### src/hw/sfic_pkg.sv
// shared constants and packed types of the synthesizer control block
// assumes a single 50 MHz system clock and a 24-bit serial load word

package sfic_pkg;

	// ***************************************************************
	// word layout
	// ***************************************************************
	localparam int SFIC_WORD_W = 24; // serial word width
	localparam int SFIC_BOOST_BIT = 21; // boost request in divider word
	localparam int SFIC_TIMER_W = 8; // fastlock timer width

	// two lowest bits choose the destination word
	localparam logic [1:0] SFIC_SEL_REF = 2'h0;
	localparam logic [1:0] SFIC_SEL_DIV = 2'h1;
	localparam logic [1:0] SFIC_SEL_FUNC = 2'h2;
	localparam logic [1:0] SFIC_SEL_INIT = 2'h3;

	// ***************************************************************
	// timing
	// ***************************************************************
	localparam int SFIC_REF_CLK_MHZ = 50; // system clock rate
	// phase detector cycles per timeout step
	localparam logic [7:0] SFIC_TIMEOUT_STEP = 8'h04;

	// ***************************************************************
	// types
	// ***************************************************************
	// function and init word, msb first, bit 0 last
	typedef struct packed {
		logic [1:0] prescaler_sel; // bits 23:22
		logic power_down_sync_select; // bit 21
		logic [2:0] pump_current_setting_two; // bits 20:18
		logic [2:0] pump_current_setting_one; // bits 17:15
		logic [3:0] fastlock_timeout_select; // bits 14:11
		logic fastlock_mode; // bit 10
		logic fastlock_enable; // bit 9
		logic pump_tristate; // bit 8
		logic pd_polarity; // bit 7
		logic [2:0] out_mux_sel; // bits 6:4
		logic power_down_request; // bit 3
		logic counter_reset_bit; // bit 2
		logic [1:0] word_select; // bits 1:0
	} sfic_fn_word_s;

	// serial front end state
	typedef struct packed {
		logic clk_s1; // serial clock sync, stage one
		logic clk_s2; // serial clock sync, stage two
		logic clk_d; // delayed stage two for edge find
		logic dat_s1;
		logic dat_s2;
		logic strobe_s1;
		logic strobe_s2;
		logic strobe_d;
		logic [SFIC_WORD_W-1:0] shift; // input shift register
		logic [SFIC_WORD_W-1:0] word; // word captured on strobe
		logic valid; // one-cycle word pulse
	} sfic_ser_state_s;

	// control state
	typedef struct packed {
		logic ce_s1; // chip enable sync, stage one
		logic ce_s2;
		sfic_fn_word_s fn; // stored function word
		logic boost; // stored boost request
		logic [SFIC_TIMER_W-1:0] timer; // fastlock timeout counter
		logic pd_sync; // synchronous power-down taken
		logic init_armed; // next divider load fires pulse
		logic rst_pulse; // internal reset pulse
	} sfic_ctl_state_s;

	localparam sfic_ser_state_s SFIC_SER_RST = '0;
	localparam sfic_ctl_state_s SFIC_CTL_RST = '0;

endpackage

### src/hw/sfic_ctrl.sv
// function and init word control of a frequency synthesizer
// assumes pump events and phase detector cycles are same-clock pulses
// Behaviour
// select 10 loads the function word
// counter reset bit holds both dividers reset
// counters restart together on reset release
// chip enable low powers down at once
// request with async select powers down immediately
// request with sync select waits pump event
// power-down loads counters, tristates pump, resets detector
// serial loading keeps working during power-down
// three-bit field selects test output source
// fastlock only while enable bit set
// mode bit picks software or timer exit
// host boost bit enters and leaves fastlock
// timer mode clears boost after chosen timeout
// setting one static, setting two in fastlock
// timeout counter runs only in timer mode
// host keeps prescaler output within its limit
// tristate bit floats the pump output
// select 11 loads word and fires reset
// init pulse also triggers requested power-down
// first divider load after init refires pulse
// host loads init, function, reference, divider
// msb-first shift, strobe transfers chosen word
// fastlock disabled means setting one always

`timescale 1ns/1ps

module sfic_ctrl #(
	parameter logic [7:0] TIMEOUT_STEP = sfic_pkg::SFIC_TIMEOUT_STEP
) (
	input wire logic i_ref_clk,
	input wire logic i_rst_n, // synchronous, active low
	input wire logic i_ser_clk, // serial clock pin
	input wire logic i_ser_data, // serial data pin
	input wire logic i_load_strobe, // load strobe pin
	input wire logic i_chip_enable, // chip enable pin
	input wire logic i_pump_event, // charge pump event pulse
	input wire logic i_pd_cycle, // phase detector cycle pulse
	output logic [sfic_pkg::SFIC_WORD_W-1:0] o_load_word,
	output logic o_ref_load, // reference word strobe
	output logic o_div_load, // divider word strobe
	output logic o_power_down,
	output logic o_counter_load, // hold counters at load state
	output logic o_init_reset_pulse,
	output logic o_pump_tristate, // charge_pump_output floats
	output logic [2:0] o_pump_current,
	output logic o_fastlock_active,
	output logic o_boost_request,
	output logic o_lock_det_rst,
	output logic o_ref_buf_en,
	output logic [2:0] o_out_mux_sel, // test_output_pin source
	output logic [1:0] o_prescaler_sel,
	output logic o_pd_polarity
);

	// ***************************************************************
	// declarations
	// ***************************************************************
	sfic_pkg::sfic_ctl_state_s st_r; // registered state
	sfic_pkg::sfic_ctl_state_s st_nxt; // next state
	logic [sfic_pkg::SFIC_WORD_W-1:0] ld_word; // captured word
	logic ld_valid; // one-cycle word pulse
	logic [1:0] ld_sel; // destination of the word
	sfic_pkg::sfic_fn_word_s ld_fn; // word seen as function word
	logic pd_async; // programmed asynchronous power-down
	logic pwr_down; // any power-down
	logic timer_run; // timeout counter may count
	logic [7:0] timer_lim; // last count before timeout

	// ***************************************************************
	// serial front end
	// ***************************************************************
	sfic_serial_load u_serial (
		.i_ref_clk(i_ref_clk),
		.i_rst_n(i_rst_n),
		.i_ser_clk(i_ser_clk),
		.i_ser_data(i_ser_data),
		.i_load_strobe(i_load_strobe),
		.o_word(ld_word),
		.o_word_valid(ld_valid)
	);

	assign ld_sel = ld_word[1:0];
	assign ld_fn = sfic_pkg::sfic_fn_word_s'(ld_word);

	// ***************************************************************
	// derived power and timer terms
	// ***************************************************************
	// sync select low means act without waiting
	assign pd_async = st_r.fn.power_down_request &&
		!st_r.fn.power_down_sync_select;
	// pin low overrides both programmed bits
	assign pwr_down = !st_r.ce_s2 || pd_async || st_r.pd_sync;
	// timer counts only in timer-exit mode with fastlock on
	assign timer_run = st_r.fn.fastlock_enable && st_r.fn.fastlock_mode &&
		st_r.boost && !pwr_down && !st_r.rst_pulse;
	// timeout grows in steps with the select field
	assign timer_lim = 8'(({4'h0, st_r.fn.fastlock_timeout_select} +
		8'h01) * TIMEOUT_STEP - 8'h01);

	// ***************************************************************
	// next state
	// ***************************************************************
	// order matters: timer clear first, word loads after, so a host
	// write landing on the timeout cycle is not lost
	always_comb begin
		st_nxt = st_r;
		st_nxt.ce_s1 = i_chip_enable;
		st_nxt.ce_s2 = st_r.ce_s1;
		st_nxt.rst_pulse = 1'b0;
		// synchronous power-down waits for a pump event
		if (!st_r.fn.power_down_request) begin
			st_nxt.pd_sync = 1'b0;
		end else if (st_r.fn.power_down_sync_select && i_pump_event) begin
			st_nxt.pd_sync = 1'b1;
		end
		// timeout counter, reloaded on power-down or pulse
		if (!timer_run) begin
			st_nxt.timer = '0;
		end else if (i_pd_cycle) begin
			if (st_r.timer == timer_lim) begin
				// timeout: drop back to setting one
				st_nxt.timer = '0;
				st_nxt.boost = 1'b0;
			end else begin
				st_nxt.timer = st_r.timer + 8'h01;
			end
		end
		if (ld_valid) begin
			case (ld_sel)
				sfic_pkg::SFIC_SEL_FUNC: begin
					st_nxt.fn = ld_fn;
				end
				sfic_pkg::SFIC_SEL_INIT: begin
					// same fields plus an internal pulse
					st_nxt.fn = ld_fn;
					st_nxt.rst_pulse = 1'b1;
					st_nxt.init_armed = 1'b1;
					// pulse also takes the power-down
					if (st_r.ce_s2 && ld_fn.power_down_request &&
						!ld_fn.power_down_sync_select) begin
						st_nxt.pd_sync = 1'b1;
					end
				end
				sfic_pkg::SFIC_SEL_DIV: begin
					// host sets or clears boost
					st_nxt.boost = ld_word[sfic_pkg::SFIC_BOOST_BIT];
					// only the first load after init fires
					if (st_r.init_armed) begin
						st_nxt.rst_pulse = 1'b1;
						st_nxt.init_armed = 1'b0;
					end
				end
				default: begin
					// reference word leaves through o_ref_load
				end
			endcase
		end
	end

	// state register, synchronous reset
	always_ff @(posedge i_ref_clk) begin
		if (!i_rst_n) begin
			st_r <= sfic_pkg::SFIC_CTL_RST;
		end else begin
			st_r <= st_nxt;
		end
	end

	// ***************************************************************
	// outputs
	// ***************************************************************
	assign o_load_word = ld_word;
	assign o_ref_load = ld_valid && ld_sel == sfic_pkg::SFIC_SEL_REF;
	assign o_div_load = ld_valid && ld_sel == sfic_pkg::SFIC_SEL_DIV;
	assign o_power_down = pwr_down;
	// one line for both dividers, so they leave reset on one edge
	assign o_counter_load = pwr_down || st_r.fn.counter_reset_bit ||
		st_r.rst_pulse;
	// pump floats on its bit, power-down or any reset
	assign o_pump_tristate = o_counter_load || st_r.fn.pump_tristate;
	assign o_init_reset_pulse = st_r.rst_pulse;
	assign o_lock_det_rst = pwr_down;
	assign o_ref_buf_en = !pwr_down;
	// boost counts only while fastlock enabled
	assign o_fastlock_active = st_r.fn.fastlock_enable && st_r.boost;
	assign o_boost_request = st_r.boost;
	// setting two during fastlock, setting one otherwise
	assign o_pump_current = o_fastlock_active ?
		st_r.fn.pump_current_setting_two :
		st_r.fn.pump_current_setting_one;
	assign o_out_mux_sel = st_r.fn.out_mux_sel;
	// choice of a legal value is the host's concern
	assign o_prescaler_sel = st_r.fn.prescaler_sel;
	assign o_pd_polarity = st_r.fn.pd_polarity;
endmodule

### src/hw/sfic_serial_load.sv
// serial load port: shift register and strobe transfer
// assumes serial pins are asynchronous to i_ref_clk and much slower

`timescale 1ns/1ps

module sfic_serial_load (
	input wire logic i_ref_clk,
	input wire logic i_rst_n,
	input wire logic i_ser_clk, // serial clock pin
	input wire logic i_ser_data, // serial data pin
	input wire logic i_load_strobe, // load strobe pin
	output logic [sfic_pkg::SFIC_WORD_W-1:0] o_word,
	output logic o_word_valid
);

	sfic_pkg::sfic_ser_state_s st_r; // registered state
	sfic_pkg::sfic_ser_state_s st_nxt; // next state

	// ***************************************************************
	// next state
	// ***************************************************************
	// never gated by power-down so words still load
	always_comb begin
		st_nxt = st_r;
		st_nxt.clk_s1 = i_ser_clk;
		st_nxt.clk_s2 = st_r.clk_s1;
		st_nxt.clk_d = st_r.clk_s2;
		st_nxt.dat_s1 = i_ser_data;
		st_nxt.dat_s2 = st_r.dat_s1;
		st_nxt.strobe_s1 = i_load_strobe;
		st_nxt.strobe_s2 = st_r.strobe_s1;
		st_nxt.strobe_d = st_r.strobe_s2;
		st_nxt.valid = 1'b0;
		// rising serial clock: shift in, msb arrives first
		if (st_r.clk_s2 && !st_r.clk_d) begin
			st_nxt.shift = {st_r.shift[sfic_pkg::SFIC_WORD_W-2:0],
				st_r.dat_s2};
		end
		// rising strobe: hand the word over
		if (st_r.strobe_s2 && !st_r.strobe_d) begin
			st_nxt.word = st_r.shift;
			st_nxt.valid = 1'b1;
		end
	end

	// state register, synchronous reset
	always_ff @(posedge i_ref_clk) begin
		if (!i_rst_n) begin
			st_r <= sfic_pkg::SFIC_SER_RST;
		end else begin
			st_r <= st_nxt;
		end
	end

	assign o_word = st_r.word;
	assign o_word_valid = st_r.valid;
endmodule

### config.mk
export PLATFORM = sky130hd
export DESIGN_NAME = sfic_ctrl
export DESIGN_NICKNAME = d
export VERILOG_FILES = /design/src/hw/sfic_pkg.sv /design/src/hw/sfic_ctrl.sv /design/src/hw/sfic_serial_load.sv
export SDC_FILE = /design/constraint.sdc
export NUM_CORES = 1
export LEC_CHECK = 0
export ABC_AREA = 1
export BUFFER_PORTS_ARGS = -buffer_cell sky130_fd_sc_hd__buf_2
export CORE_ASPECT_RATIO = 1.25
export CORE_UTILIZATION = 53
export CTS_BUF_LIST = sky130_fd_sc_hd__clkbuf_16
export DETAILED_ROUTE_END_ITERATION = 7
export PLACE_DENSITY = 0.74
export SETUP_SLACK_MARGIN = 0.02
export SYNTH_ARGS = -nofsm -noshare
export SYNTH_HDL_FRONTEND = slang
export SYNTH_SLANG_ARGS = --single-unit
### constraint.sdc
create_clock -name i_ref_clk -period 3.19 [get_ports i_ref_clk]
set_input_delay 0.957 -clock i_ref_clk [delete_from_list [all_inputs] [get_ports i_ref_clk]]
set_output_delay 0.957 -clock i_ref_clk [all_outputs]
set_load 0.03 [all_outputs]
# Word-level counts from Yosys, hierarchy flattened
# Index checks and enable logic that the tools add are counted.
# totals
register_bits	93
input_bits	8
output_inout_bits	43
word_cells	84
# op_classes
add_sub_neg	3
eq_ne	4
n_mux	15
n_reduce_logical	32
# op_table
operator	count
logical AND 1 bit	13
two-way mux 1 bit	10
two-way mux 9 bit	1
adder 8 x 1 -> 8 bit (second input constant)	1
== test 8 bit	1
two-way mux 8 bit	1
AND reduction 2 bit	4
subtractor 7 x 1 -> 8 bit (second input constant)	1
logical NOT 1 bit	7
two-way mux 3 bit	2
adder 4 x 1 -> 5 bit (second input constant)	1
logical OR 1 bit	5
== test 2 bit (second input constant)	2
case mux 2 bit (2 select lines)	1
== test 2 x 1 -> 1 bit (second input constant)	1
logical NOT 2 bit	1
nonzero test 2 bit	1
OR reduction 2 bit	1

# Depth between registers and ports, before layout
# logic_depth
word_depth	10
depth_mapped	12
mapped_depth_nobuf	12

# Modules after synthesis
# A second synthesis with hierarchy kept.
# hier_totals
hier_cells	599
area_unflattened_um2	4289.1
# modules_own_cells
mod	instances	cells_each	area_per_inst_um2	seq_area_each_um2
sfic_serial_load	1	341	2438.6	1141.1
sfic_ctrl	1	258	1850.5	720.7

# Worst setup path after synthesis
# Ideal clock, no wire load.
# synth_path
kind	reg2out
start	register st_r[36] in the netlist's numbering
end	output port o_pump_tristate
arrival_ns	1.768
t_required_ns	2.233
slack_ns	0.465
path_stages_with_launch	5
n_path_buf	0
cell_sequence	dfxtp_1 inv_1 nor3_2 nand3b_1 or2_2
# synth_via
elab_chain_cells	6
# synth_lines
item	line_no	text
start: declaration	sfic_ctrl.sv:61	sfic_pkg::sfic_ctl_state_s st_r;
start signal: assignment	sfic_ctrl.sv:166	st_r <= sfic_pkg::SFIC_CTL_RST;
start signal: assignment	sfic_ctrl.sv:168	st_r <= st_nxt;
logical NOT 1 bit	sfic_ctrl.sv:95	assign pwr_down = !st_r.ce_s2 || pd_async || st_r.pd_sync;
logical OR 1 bit (2 in series)	sfic_ctrl.sv:95	
logical OR 1 bit (2 in series)	sfic_ctrl.sv:180	assign o_counter_load = pwr_down || st_r.fn.counter_reset_bit ||
named net o_counter_load	sfic_ctrl.sv:45	output logic o_counter_load,
logical OR 1 bit	sfic_ctrl.sv:183	assign o_pump_tristate = o_counter_load || st_r.fn.pump_tristate;
end: declaration	sfic_ctrl.sv:47	output logic o_pump_tristate,
# The timed path passes the listed nets, and every way through them passes these cells.

# Worst setup path after layout
# layout_path
start	register st_r[15] in the netlist's numbering
end	output port o_pump_tristate
# layout_via
elab_chain_cells	6
# layout_lines
item	line_no	text
logical AND 1 bit	sfic_ctrl.sv:92	assign pd_async = st_r.fn.power_down_request &&
logical OR 1 bit (2 in series)	sfic_ctrl.sv:95	
logical OR 1 bit (2 in series)	sfic_ctrl.sv:180	
logical OR 1 bit	sfic_ctrl.sv:183	
# No other way between the ends.

==> results.yml <==
pwr:
  comb_power_share_pct: 6.2
  irDropWorstVdd_mv: 0.321
  switchingPower_uw: 583
  internal-power_mw: 1.85
  p_leak_nw: 2.01
  p_seq_share_pct: 50.3
  clock_power_share_pct: 43.5
  power.density_nw_per_um2: 579
  switching_share_pct: 23.9
global_route:
  grt_start_max_net_pins: 52
  global_route.overflow_total: 0
  antenna_found_initial: 0
  grt_pass1_vias: 2924
  grt.total_usage_pct: 21.7
  grt_first_pass_wirelength_um: 13000
timing:
  slew_violations: 0
  setup_violations: 0
  post-route-min-period_ns: 2.67
  rsz0062_at_grt: "false"
  slew_headroom_pct: 48.1
  max_freq_mhz: 375
  fin_skew_ns: 0.00716
  finalCritPeriodShare_pct: 83.7
  tns_ns: 0
  hold_violations: 0
  tightest_slew_ns: 0.776
  whs_ns: 0.411
synth:
  ys_types: 27
  ys_seq_area_share_pct: 48.8
  synth_common_cells: "nor2_1, dfxtp_1, o21ai_0"
  synth-edff-count: 0
  synth.ff_latch_count: 93
  synth_area_um2: 3820
  synthArstFlopShare_pct: 0
  synth.avg_cell_area_um2: 7.43
  synth.net_count: 525
  synth_top_flop_cell: "dfxtp_1"
  synth_most_common_cell: "nor2_1"
  synth_cells: 514
  synth_warnings: 0
  yosys.area.top_type_share_pct: 48.8
  synth_top_area_cell: "dfxtp_1"
  synth.top_cells.by_area: "dfxtp_1, nor2_1, o21ai_0"
floorplan:
  ioPinCount: 51
  core_area_um2: 6980
  initial_utilization_pct: 54.7
  fp.dieH_um: 96.9
  rows: 34
  die_area_um2: 7550
  chipWidth_um: 77.9
job:
  max-cap-violations: 0
worst_setup_path:
  start_kind: "flip-flop"
  reg2reg_from: "u_serial.o_word[1]"
  worst-path-buf-inv: 2
  slowest_stage: "or2_2"
  worstPathArrival_ns: 1.71
  crit_path_start: "st_r[15]"
  cpPeakStageDelay_ns: 0.32
  cp.required_ns: 2.23
  critical-path-top-delay-family: "simple AND/OR/NAND/NOR gates"
  r2r_end: "o_prescaler_sel[0]"
  crit_end: "o_pump_tristate"
  ff2ff_path_depth: 4
  crit_path_end_kind: "primary output"
  path_depth: 6
  path_cells: "inv_1 > nor2_1 > nor3_2 > nand3b_1 > or2_2 > buf_2"
  path_class: "reg2out"
  cp_max_fo: 4
  ff2ff_setup_slack_ns: 1.12
clocking:
  cts_setup_buffers: 0
  path_clk_slew_ns: 0.07
  clock-sinks: 93
  clock_latency_ns: 0.33
  tritoncts: "done"
  clockRootBuffer: "clkbuf_16"
  cts_buffers: 9
  clockBufferDepth: 2
  hold_buffers: 0
  cts_resized: 0
  htreeDepth: 3
place:
  port_buffers: 50
  hpwlAfterDp_um: 5190
  gp_congestion: 0.835
detailed_routing:
  drtIter0Drc: 206
  drtPass1Iterations: 4
  postRouteAntennaNets: 0
  wl_per_cell_um: 12.4
  viasPerCell: 5.04
  vias: 3132
  drc: 0
  routed_wl_um: 7700
run_status:
  status: "finished clean"
final_layout:
  nFillCells: 640
  drive_gt1_share_pct: 15.2
  syn2layout_area_growth_pct: 10.2
  diodes: 0
  fin_nets: 538
worst_hold_path:
  hold_class: "reg2reg"
==> through the flow <==
step / power, mW / instance area, um^2 / cells / util (%) / setup WS, ns
finish: 2.44 / 4210 / 622 / 60.3 / 0.520
global route: 2.53 / 4210 / 622 / 60.3 / 0.463
CTS: 2.45 / 4210 / 622 / 60.3 / 0.508
detailed placement: 1.40 / 3910 / 606 / 56.1 / 0.900
global placement: 1.40 / 3910 / 606 / 56.1 / 0.954
floorplan: 1.37 / 3820 / 514 / - / 0.465
==> power groups by stage <==
| stage | registers [mW] | clock network, mW | logic (mW) |
|---|---|---|---|
| 3_3_place_gp | 1.25 | 0 | 0.148 |
| 6_report | 1.23 | 1.06 | 0.151 |
| 2_1_floorplan | 1.24 | 0 | 0.132 |
| 5_1_grt | 1.23 | 1.14 | 0.167 |
| 3_5_place_dp | 1.25 | 0 | 0.150 |
| 4_1_cts | 1.23 | 1.08 | 0.152 |
==> per-layer routing <==
metal,GRT usage (%),part of all wire [%]
met5,0,0
met4,10.4,2.2
met2,36.8,50
met1,25.7,44
met3,4.72,4.2
==> registers in the layout (all words and copies together) (netlist names), 2 cells and up <==
register / count
u_serial.st_nxt: 5
st_r: 27
u_serial.st_r: 27
o_prescaler_sel: 2
o_out_mux_sel: 3
u_serial.o_word: 24
==> final cells by class <==
cell class                      count  area, um^2  area share (%)
Clock buffer                        9         225            5.35
Clock inverter                      7        72.6            1.72
Inverter                           42         158            3.75
Multi-Input combinational cell    328        1490            35.5
Sequential cell                    93        1860            44.2
Tap cell                           90         113            2.68
Timing Repair Buffer               53         285            6.78
==> worst min-delay path by stage <==
stage / slack, ns / cells after the start / from / endpoint
floorplan: 0.39 / 2 / st_nxt[36] / st_r[36]
global placement: 0.39 / 2 / u_serial.st_nxt[50] / u_serial.st_nxt[49]
detailed placement: 0.41 / 2 / u_serial.st_nxt[52] / u_serial.st_r[52]
CTS: 0.42 / 1 / u_serial.st_r[49] / u_serial.o_word_valid
global route: 0.44 / 1 / u_serial.st_r[49] / u_serial.o_word_valid
finish: 0.41 / 1 / u_serial.st_r[49] / u_serial.o_word_valid
==> cell families (layout without fill, tap and decap cells) <==
| kind of cell | count (synthesis) | count (layout) | synth area share [%] |
|---|---|---|---|
| AO/OA/AOI/OAI | 84 | 84 | 11.1 |
| XOR/XNOR | 8 | 8 | 1.83 |
| adder cells (fa/ha/maj) | 3 | 3 | 0.983 |
| buffers and inverters | 93 | 111 | 12.1 |
| flip-flops | 93 | 93 | 48.8 |
| AND/OR/NAND/NOR | 233 | 233 | 25.2 |
==> layout by cell type, fill, tap and decap left out, drive strengths merged <==
cell type and instances:
inv 44, nand3b 1, bufinv 1, o21ai 72, or2 2, nand2 54, nand4 4, clkbuf 9
xor2 7, a21boi 1, nand3 16, clkinv 3, dfxtp 93, clkinvlp 1, nor2 150, a21oi 11
ha 3, nor3 6, buf 53, xnor2 1
Power figures use the tool's default switching activity.
